===== src/core/snvm_map.vh =====
/*
 * Constants for the serial nonvolatile memory port: opcodes, status
 * register layout, reset values and array geometry.
 * Included by bare name from the port core file; definitions only.
 */
`ifndef SNVM_MAP_VH
`define SNVM_MAP_VH

// array geometry
`define SNVM_ADDR_W 9
`define SNVM_DATA_W 8
`define SNVM_DEPTH 512

// opcodes
`define SNVM_OP_SET_LATCH 8'h06
`define SNVM_OP_CLR_LATCH 8'h04
`define SNVM_OP_STAT_FETCH 8'h05
`define SNVM_OP_STAT_STORE 8'h01
`define SNVM_OP_HI_NIBBLE 4'h0
`define SNVM_OP_READ_LO 3'h3
`define SNVM_OP_WRITE_LO 3'h2
`define SNVM_OP_ABIT 3

// status register fields
`define SNVM_SR_LATCH_BIT 1
`define SNVM_SR_BP0_BIT 2
`define SNVM_SR_BP1_BIT 3

// reset values
`define SNVM_BP_RST 2'h0
`define SNVM_LATCH_RST 1'h0

// block protection encodings, compared with address bits [8:7]
`define SNVM_BP_NONE 2'h0
`define SNVM_BP_QUARTER 2'h1
`define SNVM_BP_HALF 2'h2
`define SNVM_BP_ALL 2'h3

`endif


===== src/core/snvm_port.v =====
/*
 * Serial slave port of a 512 x 8 nonvolatile byte memory, modes 0 and 3.
 * Assumes all pins come from the bus master, asynchronous to i_sys_clk,
 * and that the serial clock stays well below a quarter of i_sys_clk.
 */
`timescale 1ns/1ps
`include "snvm_map.vh"

module snvm_port #(
   parameter AW = `SNVM_ADDR_W,
   parameter DW = `SNVM_DATA_W,
   parameter DEPTH = `SNVM_DEPTH
) (
   // clock and reset
   input wire i_sys_clk,
   input wire i_resetn,
   // serial pins from the master
   input wire i_sel_n,
   input wire i_sck,
   input wire i_sdi,
   input wire i_pause_n,
   input wire i_wguard_n,
   // serial output pin
   output reg o_sdo,
   output reg o_sdo_oe_n
);

   localparam [6:0] ST_IDLE = 7'b0000001;
   localparam [6:0] ST_CMD = 7'b0000010;
   localparam [6:0] ST_ADDR = 7'b0000100;
   localparam [6:0] ST_WDATA = 7'b0001000;
   localparam [6:0] ST_RDATA = 7'b0010000;
   localparam [6:0] ST_SR_IN = 7'b0100000;
   localparam [6:0] ST_SR_OUT = 7'b1000000;

   // pin order: sel_n, sck, sdi, pause_n, wguard_n
   localparam [4:0] PIN_RST = 5'h1B;

   wire [4:0] pins = {i_sel_n, i_sck, i_sdi, i_pause_n, i_wguard_n};
   reg [4:0] sy1_r, sy2_r, sy3_r, flt_r;
   reg [6:0] st_r;
   reg [2:0] bit_r;
   reg [DW-2:0] in_sh_r;
   reg [DW-1:0] out_sh_r;
   reg [AW-1:0] addr_r;
   reg [1:0] bp_r;
   reg latch_r;
   reg wcmd_r;
   reg rcmd_r;
   reg drive_r;
   reg rd_en_r;
   reg load_r;
   reg wr_en_r;
   reg [DW-1:0] wr_data_r;
   reg [AW-1:0] wr_addr_r;
   wire [DW-1:0] rd_data;

   // a change counts only once the second and third stages agree
   wire [4:0] agree = ~(sy2_r ^ sy3_r);
   wire [4:0] flt_nxt = (agree & sy3_r) | (~agree & flt_r);
   wire sel_f = flt_r[4];
   wire pause_f = flt_r[1];
   wire guard_f = flt_r[0];
   // pause masks edges
   // edges seen during a pause are dropped, never replayed
   wire live = pause_f & flt_nxt[1];
   wire sck_rise = live & ~sel_f & ~flt_nxt[4] & flt_nxt[3] & ~flt_r[3];
   wire sck_fall = live & ~sel_f & ~flt_nxt[4] & ~flt_nxt[3] & flt_r[3];
   wire sel_fall = live & sel_f & ~flt_nxt[4];
   wire sel_rise = live & ~sel_f & flt_nxt[4];
   wire [DW-1:0] byte_in = {in_sh_r, sy3_r[2]};
   wire byte_done = sck_rise & (bit_r == 3'd7);
   wire [7:0] status = {4'h0, bp_r, latch_r, 1'b0};
   wire [AW-1:0] addr_inc = addr_r + {{(AW-1){1'b0}}, 1'b1};

   reg prot_hit;
   always @* begin
      case (bp_r)
         `SNVM_BP_QUARTER: prot_hit = (addr_r[AW-1:AW-2] == 2'b11);
         `SNVM_BP_HALF: prot_hit = addr_r[AW-1];
         `SNVM_BP_ALL: prot_hit = 1'b1;
         default: prot_hit = 1'b0;
      endcase
   end
   wire wr_ok = guard_f & latch_r;

   snvm_array #(
      .AW(AW),
      .DW(DW),
      .DEPTH(DEPTH)
   ) u_array (
      .i_sys_clk(i_sys_clk),
      .i_wr_en(wr_en_r),
      .i_wr_addr(wr_addr_r),
      .i_wr_data(wr_data_r),
      .i_rd_en(rd_en_r),
      .i_rd_addr(addr_r),
      .o_rd_data(rd_data)
   );

   always @(posedge i_sys_clk or negedge i_resetn) begin
      if (!i_resetn) begin
         sy1_r <= PIN_RST;
         sy2_r <= PIN_RST;
         sy3_r <= PIN_RST;
         flt_r <= PIN_RST;
      end else begin
         sy1_r <= pins;
         sy2_r <= sy1_r;
         sy3_r <= sy2_r;
         flt_r <= flt_nxt;
      end
   end

   always @(posedge i_sys_clk or negedge i_resetn) begin
      if (!i_resetn) begin
         st_r <= ST_IDLE;
         bit_r <= 3'h0;
         in_sh_r <= 7'h00;
         out_sh_r <= 8'h00;
         addr_r <= {AW{1'b0}};
         bp_r <= `SNVM_BP_RST;
         latch_r <= `SNVM_LATCH_RST;
         wcmd_r <= 1'b0;
         rcmd_r <= 1'b0;
         drive_r <= 1'b0;
         rd_en_r <= 1'b0;
         load_r <= 1'b0;
         wr_en_r <= 1'b0;
         wr_data_r <= 8'h00;
         wr_addr_r <= {AW{1'b0}};
         o_sdo <= 1'b0;
         o_sdo_oe_n <= 1'b1;
      end else begin
         rd_en_r <= 1'b0;
         wr_en_r <= 1'b0;
         load_r <= rd_en_r;
         // read data ready before next fall
         if (load_r) begin
            out_sh_r <= rd_data;
         end
         if (sel_rise) begin
            st_r <= ST_IDLE;
            drive_r <= 1'b0;
            if (wcmd_r) begin
               latch_r <= 1'b0;
            end
            wcmd_r <= 1'b0;
         end else if (sel_fall) begin
            st_r <= ST_CMD;
            bit_r <= 3'h0;
            drive_r <= 1'b0;
            // a deselect hidden by a pause still ends a write
            if (wcmd_r) begin
               latch_r <= 1'b0;
            end
            wcmd_r <= 1'b0;
         end else if (sck_rise) begin
            bit_r <= bit_r + 3'd1;
            in_sh_r <= byte_in[DW-2:0];
            if (byte_done) begin
               case (st_r)
                  ST_CMD: begin
                     if (byte_in == `SNVM_OP_SET_LATCH) begin
                        latch_r <= 1'b1;
                        st_r <= ST_IDLE;
                     end else if (byte_in == `SNVM_OP_CLR_LATCH) begin
                        latch_r <= 1'b0;
                        st_r <= ST_IDLE;
                     end else if (byte_in == `SNVM_OP_STAT_FETCH) begin
                        out_sh_r <= status;
                        st_r <= ST_SR_OUT;
                     end else if (byte_in == `SNVM_OP_STAT_STORE) begin
                        st_r <= ST_SR_IN;
                     end else if (byte_in[7:4] == `SNVM_OP_HI_NIBBLE &&
                                  (byte_in[2:0] == `SNVM_OP_READ_LO || byte_in[2:0] == `SNVM_OP_WRITE_LO)) begin
                        addr_r[AW-1] <= byte_in[`SNVM_OP_ABIT];
                        wcmd_r <= (byte_in[2:0] == `SNVM_OP_WRITE_LO) & latch_r;
                        st_r <= ST_ADDR;
                        // kept apart: the shifter moves on with the address
                        rcmd_r <= byte_in[0];
                     end else begin
                        st_r <= ST_IDLE;
                     end
                  end
                  ST_ADDR: begin
                     addr_r[AW-2:0] <= byte_in;
                     if (rcmd_r) begin
                        st_r <= ST_RDATA;
                     end else begin
                        st_r <= ST_WDATA;
                     end
                  end
                  ST_WDATA: begin
                     wr_en_r <= wr_ok & ~prot_hit;
                     wr_addr_r <= addr_r;
                     wr_data_r <= byte_in;
                     addr_r <= addr_inc;
                  end
                  ST_SR_IN: begin
                     if (wr_ok) begin
                        bp_r <= byte_in[`SNVM_SR_BP1_BIT:`SNVM_SR_BP0_BIT];
                        wcmd_r <= 1'b1;
                     end
                     st_r <= ST_IDLE;
                  end
                  ST_RDATA: begin
                     addr_r <= addr_inc;
                  end
                  ST_SR_OUT: begin
                     // status repeats while clocked on
                     out_sh_r <= status;
                  end
                  default: begin
                     st_r <= ST_IDLE;
                  end
               endcase
            end
         end else if (sck_fall) begin
            if (st_r == ST_RDATA || st_r == ST_SR_OUT) begin
               drive_r <= 1'b1;
               o_sdo <= out_sh_r[DW-1];
               out_sh_r <= {out_sh_r[DW-2:0], 1'b0};
            end
         end
         // fetch once address known and after each outgoing byte
         if (byte_done && ((st_r == ST_ADDR && rcmd_r) || st_r == ST_RDATA)) begin
            rd_en_r <= 1'b1;
         end
         // drive only read or status data, off during pause
         o_sdo_oe_n <= ~(drive_r & pause_f & ~sel_f & ~flt_nxt[4]);
      end
   end

endmodule // snvm_port


===== src/core/snvm_array.v =====
/*
 * Byte array of the memory port: one write port, one read port, read
 * data registered.
 * Assumes the caller never asks to read and write in the same cycle.
 */
`timescale 1ns/1ps
module snvm_array #(
   parameter AW = 9,
   parameter DW = 8,
   parameter DEPTH = 512
) (
   // clock
   input wire i_sys_clk,
   // write port
   input wire i_wr_en,
   input wire [AW-1:0] i_wr_addr,
   input wire [DW-1:0] i_wr_data,
   // read port
   input wire i_rd_en,
   input wire [AW-1:0] i_rd_addr,
   output reg [DW-1:0] o_rd_data
);

   reg [DW-1:0] mem [0:DEPTH-1];

   // contents are not reset: they model nonvolatile storage
   always @(posedge i_sys_clk) begin
      if (i_wr_en) begin
         mem[i_wr_addr] <= i_wr_data;
      end
      if (i_rd_en) begin
         o_rd_data <= mem[i_rd_addr];
      end
   end

endmodule // snvm_array


===== config.mk =====
export PLATFORM = sky130hd
export DESIGN_NAME = snvm_port
export DESIGN_NICKNAME = d
export VERILOG_FILES = /design/src/core/snvm_port.v /design/src/core/snvm_array.v
export VERILOG_INCLUDE_DIRS = /design/src /design/src/core
export SDC_FILE = /design/constraint.sdc
export NUM_CORES = 2
export LEC_CHECK = 0
export ABC_AREA = 0
export BUFFER_PORTS_ARGS = -buffer_cell sky130_fd_sc_hd__buf_2
export CELL_PAD_IN_SITES_DETAIL_PLACEMENT = 0
export CELL_PAD_IN_SITES_GLOBAL_PLACEMENT = 2
export CORE_ASPECT_RATIO = 0.8
export CORE_UTILIZATION = 55
export DETAILED_ROUTE_END_ITERATION = 7
export GPL_ROUTABILITY_DRIVEN = 0
export HOLD_SLACK_MARGIN = 0.06
export PLACE_DENSITY = 0.88
export SKIP_CTS_REPAIR_TIMING = 1
export SYNTH_ARGS = -nofsm -noshare
export SYNTH_HDL_FRONTEND = slang
export SYNTH_SLANG_ARGS = --single-unit

===== constraint.sdc =====
create_clock -name i_sys_clk -period 17.9 [get_ports i_sys_clk]
set_input_delay 3.58 -clock i_sys_clk [delete_from_list [all_inputs] [get_ports i_sys_clk]]
set_output_delay 3.58 -clock i_sys_clk [all_outputs]
set_load 0.1 [all_outputs]

-- After elaboration in Yosys (flattened, before gate mapping)
Memory sizes are Yosys's and may differ from the RTL's. A register that Yosys moved wholly into a read port is not among the register bits.
Index checks and enable logic that the tools add are counted.
- register bits after elaboration: 82
- RAM bits: 4096
- bits of input ports: 7
- output and inout port bits: 2
- logic and storage cells: 186
- memories kept: 1
- memory list (memory ; depth ; bits a word ; rd ports ; clocked after Yosys merged registers in ; write ports ; line ; source):
    u_array.mem ; 512 ; 8 ; 1 ; 1 ; 1 ; snvm_array.v:24 ; reg [DW-1:0] mem [0:DEPTH-1];
- add/subtract/negate cells: 2
- equal/unequal tests: 30
- muxes and demuxes: 64
- bitwise gates (word level): 36
- reduce and logical (&&, ||, !) cells: 31
- operators by type and width (kind ; number):
    $mux W8 ; 10
    $mux W7 ; 8
    $mux W1 ; 36
    $pmux W8 S2 ; 2
    $eq A8 B3 Y1 const B ; 3
    $ne A4 B4 Y1 const B ; 6
    $pmux W7 S3 ; 1
    $reduce_and A10 Y1 ; 2
    $and A1 B1 Y1 ; 17
    $reduce_and A5 Y1 ; 3
    $reduce_bool A3 Y1 ; 5
    $not A1 Y1 ; 13
    $and A5 B5 Y5 ; 2
    $ne A2 B2 Y1 const B ; 5
    $not A5 Y5 ; 2
    $add A9 B1 Y9 const B ; 1
    $mux W3 ; 3
    $reduce_and A3 Y1 ; 3
    $reduce_and A9 Y1 ; 1
    $eq A8 B1 Y1 const B ; 1
    $reduce_bool A4 Y1 ; 2
    $eq A7 B2 Y1 const B ; 1
    $eq A7 B3 Y1 const B ; 1
    $eq A7 B4 Y1 const B ; 1
    other kinds (23) ; 34

-- Longest topological paths before layout
- word-level depth: 15
- gate-level depth with buffers: 13
- depth with buffers taken out: 8

-- Hierarchy
From an unflattened synthesis, not the netlist that was laid out.
- cells, all modules: 8356
- area, all modules: 163709.5 um2
- by module, submodules not included (module ; instances ; cells an instance ; area each (um2) ; seq. area each (um2)):
    snvm_array ; 1 ; 8030 ; 160007.2 ; 123238.2
    snvm_port ; 1 ; 326 ; 3702.3 ; 2049.5

-- Worst setup path after synthesis
Ideal clock, no wire load.
- path type: register -> register
- start point: register wr_data_r[0]
- end point: memory u_array.mem[0][0], data pin
- library setup time: 1404 ps
- arrival: 6062 ps
- data required time: 16496 ps
- setup slack: 10434 ps
- cell stages (with the launch flop): 1
- buffers on the path: 0
- period minus slack after synthesis: 7466 ps
- cell sequence: dfrtp_1
- RTL lines (item ; line ; source):
    start: declaration ; snvm_port.v:54 ; reg [DW-1:0] wr_data_r;
    start signal: assignment ; snvm_port.v:197 ; wr_data_r <= byte_in;
    end: declaration ; snvm_array.v:24 ;
Straight into the memory's write port.

==> impl_metrics.env <==
export IMPL_status="complete, but fails checks"
export IMPL_violations="max-capacitance violations, max-slew violations"
export IMPL_clockBufferDepth=4
export IMPL_p_comb_frac=0.001
export IMPL_synthDominantCellAreaShare=0.760
export IMPL_mappedNetlistArea_um2=162000
export IMPL_maxSlewViolCount=2
export IMPL_syn_nets=7704
export IMPL_overflow=0
export IMPL_synthCells=7694
export IMPL_tightest_slew_ps=1640
export IMPL_rows=177
export IMPL_endpoint_kind="register"
export IMPL_hold_viol=0
export IMPL_yosys_top_cells_area="edfxtp_1, mux4_2, mux2i_1"
export IMPL_fin_setup_tns_ps=0
export IMPL_htreeDepth=5
export IMPL_areaGrowthSynthToFinish_pct=10.4
export IMPL_clk_latency_ps=950
export IMPL_cts_buffers=396
export IMPL_dieArea_um2=297000
export IMPL_hold_path_class="register to register"
export IMPL_dpl_cell_count=11260
export IMPL_synth_async_reset_ratio=0.0194
export IMPL_avgRoutedWirePerCell_um=37.5
export IMPL_finalCritPeriodShare=0.384
export IMPL_synth_seq_cells=4185
export IMPL_clkTransAtPathRegs_ps=70
export IMPL_grt_max_degree=232
export IMPL_drc=0
export IMPL_via_per_inst=7.02
export IMPL_drive_gt1_frac=0.225
export IMPL_p_leak_nw=46.1
export IMPL_grt_pass1_vias=80358
export IMPL_fmax_mhz=145
export IMPL_ios=9
export IMPL_worstSetupPathType="register to register"
export IMPL_drtIter0Drc=14603
export IMPL_finalPower_mw=19.0
export IMPL_yosysWarnings=0
export IMPL_top_layer="met5"
export IMPL_layout_nets=7820
export IMPL_fin_cells=11992
export IMPL_cts_root_buf="clkbuf_16"
export IMPL_vias=84220
export IMPL_antenna_found_initial=29
export IMPL_cts_tree="built"
export IMPL_p_sw_frac=0.193
export IMPL_cp_max_fo=111
export IMPL_die_width_um=609
export IMPL_period_needed_ps=6870
export IMPL_yosys_top_cells_count="edfxtp_1, mux4_2, nor2_1"
export IMPL_fin_skew_ps=73.5
export IMPL_cts_sinks=4185
export IMPL_powerDensity_nw_per_um2=106
export IMPL_coreArea_um2=292000
export IMPL_track_usage=0.302
export IMPL_relSlewSlack=-0.103
export IMPL_rsz0062_at_grt="no"
export IMPL_wl_met3_um=65300
export IMPL_synth_enable_flop_cells=4104
export IMPL_met2_length_um=196000
export IMPL_cap_viol_max_count=1
export IMPL_setup_viol=0
export IMPL_whs_ps=357
export IMPL_ir_worst_vdd_mv=0.0857
export IMPL_ys_flop_type="edfxtp_1"
export IMPL_ys_types=87
export IMPL_start_util=0.556
export IMPL_clockPowerShare=0.440
export IMPL_die_y_um=488
export IMPL_intPower_mw=15.3
export IMPL_fillers=19650
export IMPL_pwr_share_seq=0.559
export IMPL_p_switching_mw=3.66
export IMPL_met1Wirelength_um=170000
export IMPL_arrival_ps=7560
export IMPL_synth_most_common_cell="edfxtp_1"
export IMPL_yosysTopAreaCell="edfxtp_1"
export IMPL_synth_seq_area_share=0.773
export IMPL_ant_nets=0
export IMPL_dp_final_hpwl_um=264000
export IMPL_avgSynthCellArea_um2=21.1
export IMPL_drt_pass1_iterations=6
export IMPL_io_buffers=8
export IMPL_finalWirelength_um=449000
export IMPL_critPathRequiredTime_ps=18590
export IMPL_start_kind="register"
export IMPL_grt_pass1_wl_um=627000
per-layer routing:
layer	vias up	GRT usage
met4	24	0.110
li1	32406	-
met5	-	0
met2	6565	0.427
met3	1015	0.0936
met1	44210	0.446
metrics by stage:
step | area (µm²) | setup WS, ps | utilization
after floorplan | 162000 | 10430 | -
after global placement | 166000 | 11070 | 0.569
after detailed placement | 166000 | 11320 | 0.569
after CTS | 179000 | 11300 | 0.613
after global routing | 179000 | 10940 | 0.613
final | 179000 | 11030 | 0.613
cell type report:
cell class                      count  area, µm²  share of cell area
Clock inverter                    247       2310              0.0129
Tap cell                         3848       4810              0.0269
Timing Repair Buffer              198       1630             0.00912
Multi-Input combinational cell   3015      34400               0.192
Antenna cell                       14       35.0            0.000196
Sequential cell                  4185     125000               0.700
Clock buffer                      471      10400              0.0582
Inverter                           14       63.8            0.000357
sequential cells by signal (all words and copies together) (netlist names), 7 cells and up, named ones only:
name               cells
u_array.mem         4096
addr_r                 9
wr_addr_r              9
out_sh_r               8
u_array.o_rd_data      8
wr_data_r              8
in_sh_r                7
st_r                   7
critical path, stage by stage (launching register included):
cell and delay, ps:
dfrtp_4 760, buf_12 520, buf_4 750, buf_12 570
buf_4 820, mux4_2 410, a22o_1 250, a221oi_1 410
o22ai_1 240, o21ai_1 1060, o211ai_1 200, o32a_1 230
power groups by stage:
stage / logic (mW) / registers, mW / clock network (mW)
floorplan: 0.0148 / 10.8 / 0
global placement: 0.0241 / 10.8 / 0
detailed placement: 0.0247 / 10.8 / 0
CTS: 0.0247 / 10.6 / 8.38
global route: 0.0283 / 10.6 / 8.74
finish: 0.0250 / 10.6 / 8.35
cells in the final DEF, fill, tap and decap left out, types with 64 or more instances in the layout:
| cell | synthesis | final |
|---|---|---|
| nor2_1 | 588 | 579 |
| clkinv_2 | 0 | 74 |
| o22ai_1 | 64 | 64 |
| clkbuf_16 | 0 | 405 |
| a221oi_1 | 80 | 80 |
| mux2i_1 | 297 | 297 |
| clkinv_1 | 1 | 98 |
| o21ai_0 | 102 | 99 |
| a21oi_1 | 179 | 178 |
| edfxtp_1 | 4104 | 4104 |
| buf_4 | 48 | 178 |
| a22oi_1 | 166 | 166 |
| mux4_2 | 936 | 936 |
| nand2_1 | 173 | 160 |
worst paths after layout:
path                                   endpoint  cells past startpoint       from  slack (ps)
setup / recovery           u_array.o_rd_data[5]                     11  addr_r[1]       11030
hold reg to reg                        sy2_r[4]                      0   sy1_r[4]         360
max in group asynchronous             addr_r[0]                      2   i_resetn       14120
hold / removal                         sy2_r[4]                      0   sy1_r[4]         360
min in group asynchronous               st_r[2]                      1   i_resetn        2580
setup reg to reg           u_array.o_rd_data[5]                     11  addr_r[1]       11030
kinds of logic after synthesis:
group,share of synthesized area
AO/OA/AOI/OAI,0.0336
XOR/XNOR,0.000108
adder cells (fa/ha/maj),0.000293
buffers and inverters,0.0175
flip-flops,0.773
multiplexers,0.152
AND/OR/NAND/NOR,0.0245
Note: power is estimated with default switching activity, not from simulation.
